[config.mk]
export PLATFORM = sky130hd
export DESIGN_NAME = bkm_matcher
export DESIGN_NICKNAME = d
export VERILOG_FILES = /design/src/common/bkm_pkg.sv /design/src/rtl/bkm_matcher.sv /design/src/rtl/bkm_range_cmp.sv
export SDC_FILE = /design/constraint.sdc
export NUM_CORES = 2
export LEC_CHECK = 0
export BUFFER_PORTS_ARGS = -buffer_cell sky130_fd_sc_hd__buf_2
export CAP_MARGIN = 10
export CORE_MARGIN = 1
export CORE_UTILIZATION = 55
export DETAILED_ROUTE_END_ITERATION = 10
export GPL_TIMING_DRIVEN = 0
export PLACE_DENSITY = 0.78
export SLEW_MARGIN = 15
export SYNTH_ARGS = -nofsm -noshare
export SYNTH_HDL_FRONTEND = slang
export SYNTH_SLANG_ARGS = --single-unit
[constraint.sdc]
create_clock -name CORE_CLK_I -period 12.8 [get_ports CORE_CLK_I]
set_input_delay 0 -clock CORE_CLK_I [delete_from_list [all_inputs] [get_ports CORE_CLK_I]]
set_output_delay 0 -clock CORE_CLK_I [all_outputs]
set_load 0.03 [all_outputs]
[src/common/bkm_pkg.sv]
// shared constants and types for the breakpoint range matcher
//
// Summary of operation
// - breakpoint covers 1, 2, 4 or 8 bytes
// - two-byte word aligned, four-byte doubleword aligned
// - length field masks low stored address bits
// - io port address zero-extended before compare
// - data hit when any accessed byte overlaps
// - code hit only on instruction first byte
// - all six debug registers are 64 bits
// - outside 64-bit mode, upper half zeroed
// - 64-bit mode moves full 64 bits
// - reserved upper status/control bits fault when set in 64-bit mode
// - address registers fully writable, no range check
// - eight-byte data ranges work in every mode
// - length 00=1, 01=2, 11=4, 10=8 bytes
// - type 00 exec, 01 write, 10 io, 11 rw
package bkm_pkg;

  // ---------------------------------------------------------------
  // register move selectors
  // ---------------------------------------------------------------
  localparam logic [2:0] SEL_ADDR_3 = 3'h3;
  localparam logic [2:0] SEL_ALIAS_STATUS = 3'h4;
  localparam logic [2:0] SEL_ALIAS_CTRL = 3'h5;
  localparam logic [2:0] SEL_STATUS = 3'h6;
  localparam logic [2:0] SEL_CTRL = 3'h7;
  localparam logic [2:0] SEL_ALIAS_OFFSET = 3'h2;

  // ---------------------------------------------------------------
  // widths and field layout of the control register
  // ---------------------------------------------------------------
  localparam int NUM_BP = 4;
  localparam int REG_W = 64;
  localparam int HALF_W = 32;
  localparam int PORT_W = 16;
  localparam int CTRL_RW_LSB = 16;
  localparam int CTRL_LEN_LSB = 18;
  localparam int CTRL_FIELD_STRIDE = 4;
  localparam int CTRL_ENABLE_STRIDE = 2;

  // ---------------------------------------------------------------
  // reset values
  // ---------------------------------------------------------------
  localparam logic [63:0] ADDR_RESET = 64'h0000_0000_0000_0000;
  localparam logic [63:0] STATUS_RESET = 64'h0000_0000_0000_0000;
  localparam logic [63:0] CTRL_RESET = 64'h0000_0000_0000_0000;
  localparam logic [31:0] UPPER_ZERO = 32'h0000_0000;
  localparam logic [47:0] PORT_EXT_ZERO = 48'h0000_0000_0000;

  // ---------------------------------------------------------------
  // length field codes and the matching last-byte offsets
  // ---------------------------------------------------------------
  localparam logic [1:0] LEN_1B = 2'h0;
  localparam logic [1:0] LEN_2B = 2'h1;
  localparam logic [1:0] LEN_8B = 2'h2;
  localparam logic [1:0] LEN_4B = 2'h3;
  localparam logic [2:0] SPAN_1B = 3'h0;
  localparam logic [2:0] SPAN_2B = 3'h1;
  localparam logic [2:0] SPAN_4B = 3'h3;
  localparam logic [2:0] SPAN_8B = 3'h7;
  localparam logic [60:0] SPAN_PAD = 61'h0;

  // ---------------------------------------------------------------
  // access type field codes
  // ---------------------------------------------------------------
  localparam logic [1:0] RW_EXEC = 2'h0;
  localparam logic [1:0] RW_WRITE = 2'h1;
  localparam logic [1:0] RW_IO = 2'h2;
  localparam logic [1:0] RW_DATA = 2'h3;

  // kind of access presented by the core
  typedef enum logic [1:0] {
    ACC_FETCH,
    ACC_READ,
    ACC_WRITE,
    ACC_IO
  } bkm_kind_t;

  // one memory, fetch or io access; span is byte count minus one
  typedef struct packed {
    logic valid;
    bkm_kind_t kind;
    logic [63:0] addr;
    logic [2:0] span;
  } bkm_access_t;

  // one debug register move
  typedef struct packed {
    logic wr;
    logic rd;
    logic [2:0] sel;
    logic [63:0] wdata;
  } bkm_move_t;

endpackage

[src/rtl/bkm_matcher.sv]
// debug register file and four-way breakpoint range matcher
`timescale 1ns/100ps
module bkm_matcher
  import bkm_pkg::*;
(
  input wire logic CORE_CLK_I,
  input wire logic SYS_RST_I,
  input wire logic MODE64_I,
  input wire logic DEBUG_EXT_I,
  input wire bkm_pkg::bkm_move_t MOVE_I,
  input wire bkm_pkg::bkm_access_t ACC_I,
  output logic [63:0] RDATA_O,
  output logic RVALID_O,
  output logic GP_FAULT_O,
  output logic [3:0] HIT_VEC_O,
  output logic BRK_ENABLED_HIT_O
);

  import bkm_pkg::*;

  logic [3:0][63:0] bp_addr_reg;
  logic [63:0] debug_status_reg;
  logic [63:0] status_next;
  logic [63:0] debug_control_reg;
  logic [63:0] rdata_reg;
  logic rvalid_reg;
  logic gp_fault_reg;
  logic [3:0] hit_vec_reg;
  logic brk_hit_reg;
  logic [2:0] eff_sel;
  logic sel_valid;
  logic is_status_ctrl;
  logic gp_cond;
  logic wr_ok;
  logic [63:0] wdata_eff;
  logic [63:0] rd_val;
  logic [3:0] hit_comb;
  logic [3:0] enable_vec;

  // ---------------------------------------------------------------
  // selector decode, aliases follow status/control without extensions
  // ---------------------------------------------------------------
  always_comb
  begin
    eff_sel = MOVE_I.sel;
    sel_valid = 1'b1;
    if ((MOVE_I.sel == SEL_ALIAS_STATUS) || (MOVE_I.sel == SEL_ALIAS_CTRL))
    begin
      eff_sel = MOVE_I.sel | SEL_ALIAS_OFFSET;
      sel_valid = !DEBUG_EXT_I;
    end
  end

  assign is_status_ctrl = (eff_sel == SEL_STATUS) || (eff_sel == SEL_CTRL);
  // reserved upper half of status/control must be zero in 64-bit mode
  assign gp_cond = MOVE_I.wr && sel_valid && MODE64_I && is_status_ctrl
                   && (MOVE_I.wdata[63:32] != UPPER_ZERO);
  assign wr_ok = MOVE_I.wr && sel_valid && !gp_cond;
  // upper half filled with zeros outside 64-bit mode
  assign wdata_eff = MODE64_I ? MOVE_I.wdata : {UPPER_ZERO, MOVE_I.wdata[31:0]};

  // ---------------------------------------------------------------
  // breakpoint address registers, all 64 bits, no range check
  // ---------------------------------------------------------------
  always_ff @(posedge CORE_CLK_I)
  begin
    if (SYS_RST_I)
      bp_addr_reg <= {NUM_BP{ADDR_RESET}};
    else if (wr_ok && (eff_sel <= SEL_ADDR_3))
      bp_addr_reg[eff_sel[1:0]] <= wdata_eff;
  end

  // control register
  always_ff @(posedge CORE_CLK_I)
  begin
    if (SYS_RST_I)
      debug_control_reg <= CTRL_RESET;
    else if (wr_ok && (eff_sel == SEL_CTRL))
      debug_control_reg <= wdata_eff;
  end

  // status register: condition bits set even when not enabled, set wins
  always_comb
  begin
    status_next = debug_status_reg;
    if (wr_ok && (eff_sel == SEL_STATUS))
      status_next = wdata_eff;
    if (ACC_I.valid)
      status_next[3:0] = status_next[3:0] | hit_comb;
  end

  always_ff @(posedge CORE_CLK_I)
  begin
    if (SYS_RST_I)
      debug_status_reg <= STATUS_RESET;
    else
      debug_status_reg <= status_next;
  end

  // ---------------------------------------------------------------
  // register read path
  // ---------------------------------------------------------------
  always_comb
  begin
    case (eff_sel)
      SEL_STATUS: rd_val = debug_status_reg;
      SEL_CTRL: rd_val = debug_control_reg;
      default: rd_val = (eff_sel <= SEL_ADDR_3) ? bp_addr_reg[eff_sel[1:0]] : ADDR_RESET;
    endcase
  end

  always_ff @(posedge CORE_CLK_I)
  begin
    if (SYS_RST_I)
    begin
      rdata_reg <= ADDR_RESET;
      rvalid_reg <= 1'b0;
    end
    else
    begin
      rvalid_reg <= MOVE_I.rd && sel_valid;
      if (MOVE_I.rd && sel_valid)
        rdata_reg <= MODE64_I ? rd_val : {UPPER_ZERO, rd_val[31:0]};
    end
  end

  // general protection fault pulse, write is dropped
  always_ff @(posedge CORE_CLK_I)
  begin
    if (SYS_RST_I)
      gp_fault_reg <= 1'b0;
    else
      gp_fault_reg <= gp_cond;
  end

  // ---------------------------------------------------------------
  // four comparators in parallel
  // ---------------------------------------------------------------
  genvar g;
  generate
    for (g = 0; g < NUM_BP; g++)
    begin : gen_cmp
      bkm_range_cmp u_cmp (
        .bp_addr_i(bp_addr_reg[g]),
        .access_type_field_i(debug_control_reg[CTRL_RW_LSB + g * CTRL_FIELD_STRIDE +: 2]),
        .range_length_field_i(debug_control_reg[CTRL_LEN_LSB + g * CTRL_FIELD_STRIDE +: 2]),
        .debug_ext_i(DEBUG_EXT_I),
        .acc_i(ACC_I),
        .hit_o(hit_comb[g])
      );
      assign enable_vec[g] = |debug_control_reg[g * CTRL_ENABLE_STRIDE +: 2];
    end
  endgenerate

  // hit vector and enabled hit, one cycle after the access
  always_ff @(posedge CORE_CLK_I)
  begin
    if (SYS_RST_I)
    begin
      hit_vec_reg <= 4'h0;
      brk_hit_reg <= 1'b0;
    end
    else
    begin
      hit_vec_reg <= ACC_I.valid ? hit_comb : 4'h0;
      brk_hit_reg <= ACC_I.valid && ((hit_comb & enable_vec) != 4'h0);
    end
  end

  assign RDATA_O = rdata_reg;
  assign RVALID_O = rvalid_reg;
  assign GP_FAULT_O = gp_fault_reg;
  assign HIT_VEC_O = hit_vec_reg;
  assign BRK_ENABLED_HIT_O = brk_hit_reg;

  logic [1:0] rw0;
  logic [1:0] len0;
  logic [1:0] rw1;
  logic [1:0] len1;
  logic [1:0] rw2;
  // field views of the first three breakpoints for the checks
  assign rw0 = debug_control_reg[CTRL_RW_LSB +: 2];
  assign len0 = debug_control_reg[CTRL_LEN_LSB +: 2];
  assign rw1 = debug_control_reg[CTRL_RW_LSB + CTRL_FIELD_STRIDE +: 2];
  assign len1 = debug_control_reg[CTRL_LEN_LSB + CTRL_FIELD_STRIDE +: 2];
  assign rw2 = debug_control_reg[CTRL_RW_LSB + 2 * CTRL_FIELD_STRIDE +: 2];
endmodule

[src/rtl/bkm_range_cmp.sv]
// one breakpoint comparator: range build and overlap test
`timescale 1ns/100ps
module bkm_range_cmp
  import bkm_pkg::*;
(
  input wire logic [63:0] bp_addr_i,
  input wire logic [1:0] access_type_field_i,
  input wire logic [1:0] range_length_field_i,
  input wire logic debug_ext_i,
  input wire bkm_pkg::bkm_access_t acc_i,
  output logic hit_o
);

  logic [2:0] bp_span;
  logic [63:0] bp_lo;
  logic [63:0] bp_hi;
  logic [63:0] acc_lo;
  logic [63:0] acc_hi;
  logic overlap;

  // length decode into last-byte offset
  always_comb
  begin
    case (range_length_field_i)
      LEN_1B: bp_span = SPAN_1B;
      LEN_2B: bp_span = SPAN_2B;
      LEN_4B: bp_span = SPAN_4B;
      LEN_8B: bp_span = SPAN_8B;
      default: bp_span = SPAN_1B;
    endcase
  end

  // aligned range from the stored address, low bits masked
  assign bp_lo = bp_addr_i & ~{SPAN_PAD, bp_span};
  assign bp_hi = bp_lo | {SPAN_PAD, bp_span};

  // io ports compare zero-extended, memory uses full address
  assign acc_lo = (acc_i.kind == ACC_IO) ? {PORT_EXT_ZERO, acc_i.addr[15:0]} : acc_i.addr;
  assign acc_hi = acc_lo + {SPAN_PAD, acc_i.span};

  // any touched byte inside the range
  assign overlap = (acc_lo <= bp_hi) && (acc_hi >= bp_lo);

  // access type qualification
  always_comb
  begin
    case (access_type_field_i)
      RW_EXEC: hit_o = (acc_i.kind == ACC_FETCH) && (acc_i.addr == bp_addr_i);
      RW_WRITE: hit_o = (acc_i.kind == ACC_WRITE) && overlap;
      RW_IO: hit_o = debug_ext_i && (acc_i.kind == ACC_IO) && overlap;
      RW_DATA: hit_o = ((acc_i.kind == ACC_READ) || (acc_i.kind == ACC_WRITE)) && overlap;
      default: hit_o = 1'b0;
    endcase
  end

endmodule

# After elaboration in Yosys (flattened, before gate mapping)

Index checks and enable logic that the tools add are counted.

Output and inout bits: 71
Flip-flop bits (word level): 455
Input bits: 143
Logic and storage cells: 149

Multiplexer cells: 22
Equality and inequality tests: 35
Reductions and logical operators: 53
Magnitude comparators: 11
$add $sub $neg: 1
Bitwise gates (word level): 15

Operators by type and width:

| cell                                                                  | number |
|---|---|
| 64-bit two-way mux                                                    | 6 |
| 64-bit bitwise AND                                                    | 4 |
| 256-bit bitwise mux                                                   | 1 |
| 64-bit equality test                                                  | 4 |
| 64-bit greater-or-equal comparator                                    | 4 |
| 64-bit less-or-equal comparator                                       | 4 |
| 3-bit inverter with 64-bit output                                     | 4 |
| 64-bit by 3-bit bitwise OR with 64-bit output                         | 4 |
| 64-bit binary-select mux with 2-bit select                            | 1 |
| 64-bit demux with 2-bit select                                        | 1 |
| 64-bit case mux with 2 select lines                                   | 1 |
| 64-bit by 3-bit adder with 64-bit output                              | 1 |
| 3-bit case mux with 4 select lines                                    | 4 |
| 2-bit equality test, second input constant                            | 18 |
| 1-bit logical AND                                                     | 32 |
| 32-bit nonzero test                                                   | 1 |
| 2-bit by 1-bit equality test with 1-bit output, second input constant | 9 |
| 2-bit zero test                                                       | 9 |
| 1-bit case mux with 4 select lines                                    | 4 |
| 3-bit equality test, second input constant                            | 4 |
| 2-bit OR reduction                                                    | 5 |
| 4-bit two-way mux                                                     | 2 |
| 4-bit bitwise AND                                                     | 1 |
| 4-bit bitwise OR                                                      | 1 |
| other kinds (9)                                                       | 12 |

# Longest topological paths before layout

Depth after elaboration: 13
Mapped depth: 22
Depth with buffers taken out: 22

# By module

From an unflattened synthesis, not the netlist that was laid out.

Cells, all modules: 5086
Area, all modules: 40005.9 sq um

By module, submodules not included:

| module                            | cells an instance | sequential area each (sq um) | times used | area an instance (sq um) |
|---|---|---|---|---|
| bkm_matcher                       | 2106              | 9108.7                       | 1          | 18385.1 |
| bkm_range_cmp at gen_cmp[2].u_cmp | 753               | 0.0                          | 1          | 5446.5 |
| bkm_range_cmp at gen_cmp[1].u_cmp | 747               | 0.0                          | 1          | 5425.2 |
| bkm_range_cmp at gen_cmp[3].u_cmp | 751               | 0.0                          | 1          | 5386.4 |
| bkm_range_cmp at gen_cmp[0].u_cmp | 729               | 0.0                          | 1          | 5362.6 |

# Worst setup path after synthesis

Ideal clock, no wire load.

Kind: input port to flip-flop
From: input port ACC_I[4] (netlist name)
To: register brk_hit_reg (netlist: BRK_ENABLED_HIT_O)
Data required time: 12.676 ns
Slack: 8.035 ns
Stages: 22
Setup time: 0.124 ns
Path buffers: 2
Arrival time: 4.641 ns
Cell sequence: clkbuf_1 > inv_1 > fa_1 > nor2b_1 > o21ai_0 > or4_1 > or4_1 > clkbuf_1 > nor2_1 > nand3_1 > xor2_1 > nor2_1 > ha_1 > nand2_1 > o21ai_0 > a221oi_1 > o2111ai_1 > a21o_1 > o211ai_1 > o21ai_0 > o21a_1 > a2111o_1

Word-level cells in the longest chain between the ends: 9
Elaborated cells on any way between the ends: 41
Classes of those cells: 1 x add/sub; 8 x order compare; 4 x eq/ne; 5 x mux; 1 x bitwise; 22 x reduce/logical

Ends and longest elaborated chain:

| item                                        | line                                                          | source |
|---|---|---|
| start: declaration                          | bkm_matcher.sv:11                                             | `input wire bkm_pkg::bkm_access_t ACC_I,` |
| 64-bit two-way mux                          | bkm_range_cmp.sv:38                                           | `assign acc_lo = (acc_i.kind == ACC_IO) ? {PORT_EXT_ZERO, acc_i.addr[15:0]} : acc_i.addr;` |
| 64-bit by 3-bit adder with 64-bit output    | bkm_range_cmp.sv:39                                           | `assign acc_hi = acc_lo + {SPAN_PAD, acc_i.span};` |
| 64-bit greater-or-equal comparator          | bkm_range_cmp.sv:42                                           | `assign overlap = (acc_lo <= bp_hi) && (acc_hi >= bp_lo);` |
| 1-bit logical AND                           | bkm_range_cmp.sv:42                                           |  |
| 1-bit logical AND, on equally long branches | bkm_range_cmp.sv:51, bkm_range_cmp.sv:49, bkm_range_cmp.sv:50 |  |
| 1-bit case mux with 4 select lines          | bkm_range_cmp.sv:47                                           | `case (access_type_field_i)` |
| 4-bit bitwise AND (*)                       | bkm_matcher.sv:166                                            | `brk_hit_reg <= ACC_I.valid && ((hit_comb & enable_vec) != 4'h0);` |
| 4-bit nonzero test (*)                      | bkm_matcher.sv:166                                            |  |
| 1-bit logical AND (*)                       | bkm_matcher.sv:166                                            |  |
| end signal: assignment                      | bkm_matcher.sv:166                                            |  |
| end: declaration                            | bkm_matcher.sv:29                                             | `logic brk_hit_reg;` |

Mark *: on every way between the ends. The rest lies on a longest branch, timed or not.
A chain may end at the register's enable or synchronous reset.

# Final worst setup path

From: input port ACC_I[68] (netlist name)
To: register brk_hit_reg (netlist: BRK_ENABLED_HIT_O)

Word-level cells in the longest chain between the ends: 10
Elaborated cells on any way between the ends: 43
Classes of those cells: 1 x add/sub; 8 x order compare; 3 x eq/ne; 5 x mux; 1 x bitwise; 25 x reduce/logical

Ends and longest elaborated chain:

| item                                        | line |
|---|---|
| 2-bit equality test                         | bkm_range_cmp.sv:38, bkm_range_cmp.sv:50 |
| 64-bit two-way mux                          | bkm_range_cmp.sv:38 |
| 64-bit by 3-bit adder with 64-bit output    | bkm_range_cmp.sv:39 |
| 64-bit greater-or-equal comparator          | bkm_range_cmp.sv:42 |
| 1-bit logical AND                           | bkm_range_cmp.sv:42 |
| 1-bit logical AND, on equally long branches | bkm_range_cmp.sv:51, bkm_range_cmp.sv:49, bkm_range_cmp.sv:50 |
| 1-bit case mux with 4 select lines          | bkm_range_cmp.sv:47 |
| 4-bit bitwise AND (*)                       | bkm_matcher.sv:166 |
| 4-bit nonzero test (*)                      | bkm_matcher.sv:166 |
| 1-bit logical AND (*)                       | bkm_matcher.sv:166 |

Marked as above.

==> results by group <==
Yosys
  – YS warnings: 0
  – Net count after synthesis: 4919
  – Ys flop type: dfxtp_1
  – Cell Area, Synth: 0.0343 mm²
  – Unique masters post-synth: 68
  – Ys async rst share: 0
  – Synthesis-stage register bit count: about 460
  – Sequential element share of the synthesized area: 0.266
  – Cells after synthesis: about 4300
  – Mean post-synth cell area: 8.05 µm²
  – EDFF count, synth: 0

STA
  – Hold violation count in the final report: 0
  – Rel. slew slack: 0.105
  – RSZ-0062 raised after global routing: false
  – Final WS setup: 4.32 ns
  – Min cycle time layout: 8.48 ns
  – Crit share post-route: 0.663
  – FMAX: between 100 and 150 MHz
  – WHS: 0.0649 ns
  – Pins Over Slew Limit: 0
  – Slew @ Worst Pin: 1.34 ns
  – Clk_skew: 0.0279 ns
  – Final setup violation count: 0
  – Setup TNS: 0 ns

Clocking
  – # resized after CTS: 0
  – Clock Sinks: 455
  – Clock transition at path regs: 0.06 ns
  – Clk root buf: clkbuf_16
  – CTS H-tree lvls: 2
  – Clock buffer count from CTS: 49
  – Worst skew pair latency: 0.61 ns
  – CTS tree: built
  – Max Root-Sink Buffers: 3
  – Post-CTS Hold Buffers: 68
  – Post-CTS setup buffer count: 0

Routing
  – Routed WL: 148 mm
  – DR pass1 iterations: 6
  – Starting DRT DRC Count: roughly 4700
  – Vias per inst: roughly 6.4
  – Number of routed nets with antenna violations: 0
  – Via Count: ~35000
  – Number of remaining DRC errors: 0
  – Routed len/inst: 27.2 µm

Global route
  – Most used routing layer: met2
  – Global-route wire length before repair: 212 mm
  – Total GRT Usage: 0.455
  – GRT overflow: 0
  – Vias in the first global route: 32600
  – Initial antenna violation count: 12
  – Largest net degree at the start of global routing: 16
  – Grt met2 use: 0.663
  – Met3 Use GR: 0.147
  – Met1 usage: 0.594

Critical path
  – Most frequent CP cell: clkbuf_1
  – Arr. time, crit path: 8.97 ns
  – WS Path Type: in2reg
  – Reg-to-Reg Start: bp_addr_reg[47]
  – Critical-path cell list: buf_2 > ha_1 > clkbuf_1 > clkbuf_1 > clkbuf_1 > clkbuf_1 > clkbuf_1 > nor2b_1 > ha_1 > nand4_1 > or4_1 > nor4_1 > o41ai_1 > nand4_1 > a22oi_1 > o21ai_0 > nor2_1 > a2111o_1
  – Worst setup path end: BRK_ENABLED_HIT_O
  – Startpoint Class: input port
  – R2R Path End: BRK_ENABLED_HIT_O
  – CP Launch Point: ACC_I[68]
  – FF-to-FF path depth: 11
  – Flop2flop setup slack: around 8.0 ns
  – Worst setup EP type: flip-flop
  – Worst path slowest cell: nor4_1
  – CP max FO: 10
  – Critical Path RT: 13.29 ns
  – Critical Path Max Stage Delay: ~1.0 ns

Placed design
  – DP Wirelength: 119 mm
  – GP Congestion: approximately 1.1
  – Pre-CTS setup slack: 4.32 ns
  – Input/output buffers: 163
  – Cell count after placement: approximately 5300

Finish
  – Most frequent cells in the layout: nand2_1, a21oi_1, ha_1
  – Most common cell after layout, fill and taps aside: nand2_1
  – Ratio of cells with drive above 1 in the final layout: 0.0780
  – Non-Filler Instances: between 5000 and 6000
  – Nets: 5209
  – Layout area overhead: 13.0%
  – Max reg flops: roughly 260

Die
  – Die width: 252 µm
  – Row Count: 91
  – Die Y: 252 µm
  – Core Region: 0.0616 mm²
  – I/O pin cnt: around 210
  – Initial Utilization: 0.556
  – Die Area: 0.0633 mm²

Power and ir drop
  – NetSw: ~0.0012 W
  – Switching part of the total power: 0.319
  – Register share of total power: 0.380
  – Power Internal: 0.00264 W
  – Peak supply drop: 0.0798 mV
  – Clock network fraction of total power: 0.408
  – Logic pwr share: 0.212
  – PD cells: 100 mW/mm²
  – Lkg Pwr: 15.0 nW

Hold path
  – Worst hold path type: in2reg

Status
  – Status: complete, no violations

Flow run
  – Max-cap viol count: 0
## synthesized netlist by cell type, drive strengths merged (17+ instances only)
cell,number,area share
a211oi,42,0.0092
a21o,49,0.011
a21oi,553,0.081
a221oi,21,0.0054
and2,70,0.013
and4,30,0.0077
buf,22,0.0027
clkbuf,213,0.023
dfxtp,455,0.27
ha,518,0.19
inv,279,0.031
mux2i,103,0.030
mux4,64,0.042
nand2,672,0.074
nand3,206,0.030
nand4,121,0.023
nor2,188,0.021
nor2b,57,0.010
nor3,17,0.0025
nor4,61,0.012
o211ai,43,0.0094
o21ai,78,0.011
xnor2,138,0.035
xor2,122,0.031
## through the flow
stage	power (W)	util	instance area [µm²]
floorplan	0.00198	-	34300
detailed placement	0.00227	0.588	36200
CTS	0.00382	0.628	38700
finish	0.00388	0.629	38700
global route	0.00398	0.629	38700
global placement	0.00225	0.587	36100
## power by group through the flow
stage | registers (W) | logic, W | clock network, W
floorplan | 0.00150 | 0.000471 | 0
detailed placement | 0.00150 | 0.000768 | 0
global route | 0.00147 | 0.000882 | 0.00162
CTS | 0.00147 | 0.000789 | 0.00156
global placement | 0.00150 | 0.000753 | 0
finish | 0.00147 | 0.000824 | 0.00158
## area by class of cell
cell class / count / area, µm²
plain buffers: 235 / 892
inverters: 279 / 1050
multi-input cells: 3288 / 23300
fillers: 5468 / 22900
well taps: 837 / 1050
clock inverters: 34 / 413
flip-flops and latches: 455 / 9110
repair buffers: 239 / 1580
diodes: 6 / 15.0
clock buffers: 57 / 1350
## cells by family after synthesis
group / Yosys count / share of synthesized area
fa+ha+maj: 519 / 0.190
simple gates: 1483 / 0.205
xor+xnor: 260 / 0.0664
mux: 169 / 0.0728
buf+inv: 514 / 0.0565
flops: 455 / 0.266
compound gates: 857 / 0.144
## worst min path at each step
stage | slack [ns] | end | depth (start not counted) | startpoint
after floorplan | 0.14 | debug_status_reg[10] | 2 | MOVE_I[10]
after CTS | 0.01 | HIT_VEC_O[1] | 3 | ACC_I[69]
after global routing | 0.06 | HIT_VEC_O[1] | 3 | ACC_I[69]
final | 0.06 | HIT_VEC_O[1] | 3 | ACC_I[69]
after detailed placement | 0.30 | debug_status_reg[12] | 3 | MOVE_I[12]
after global placement | 0.30 | debug_status_reg[12] | 3 | MOVE_I[12]
## layer usage
metal,vias up,part of all wire
met4,16,0.066
met2,2450,0.40
met5,-,0.00072
met1,16300,0.38
li1,15600,-
met3,521,0.14
## worst max-delay path, delay by kind of cell
family	cells	cell delay (ns)
adders and majority gates	2	0.74
buffers and inverters	6	4.08
and+or+nand+nor	6	2.64
AOI/OAI and AO/OA	4	1.46
(Power assumes the default switching activity.)
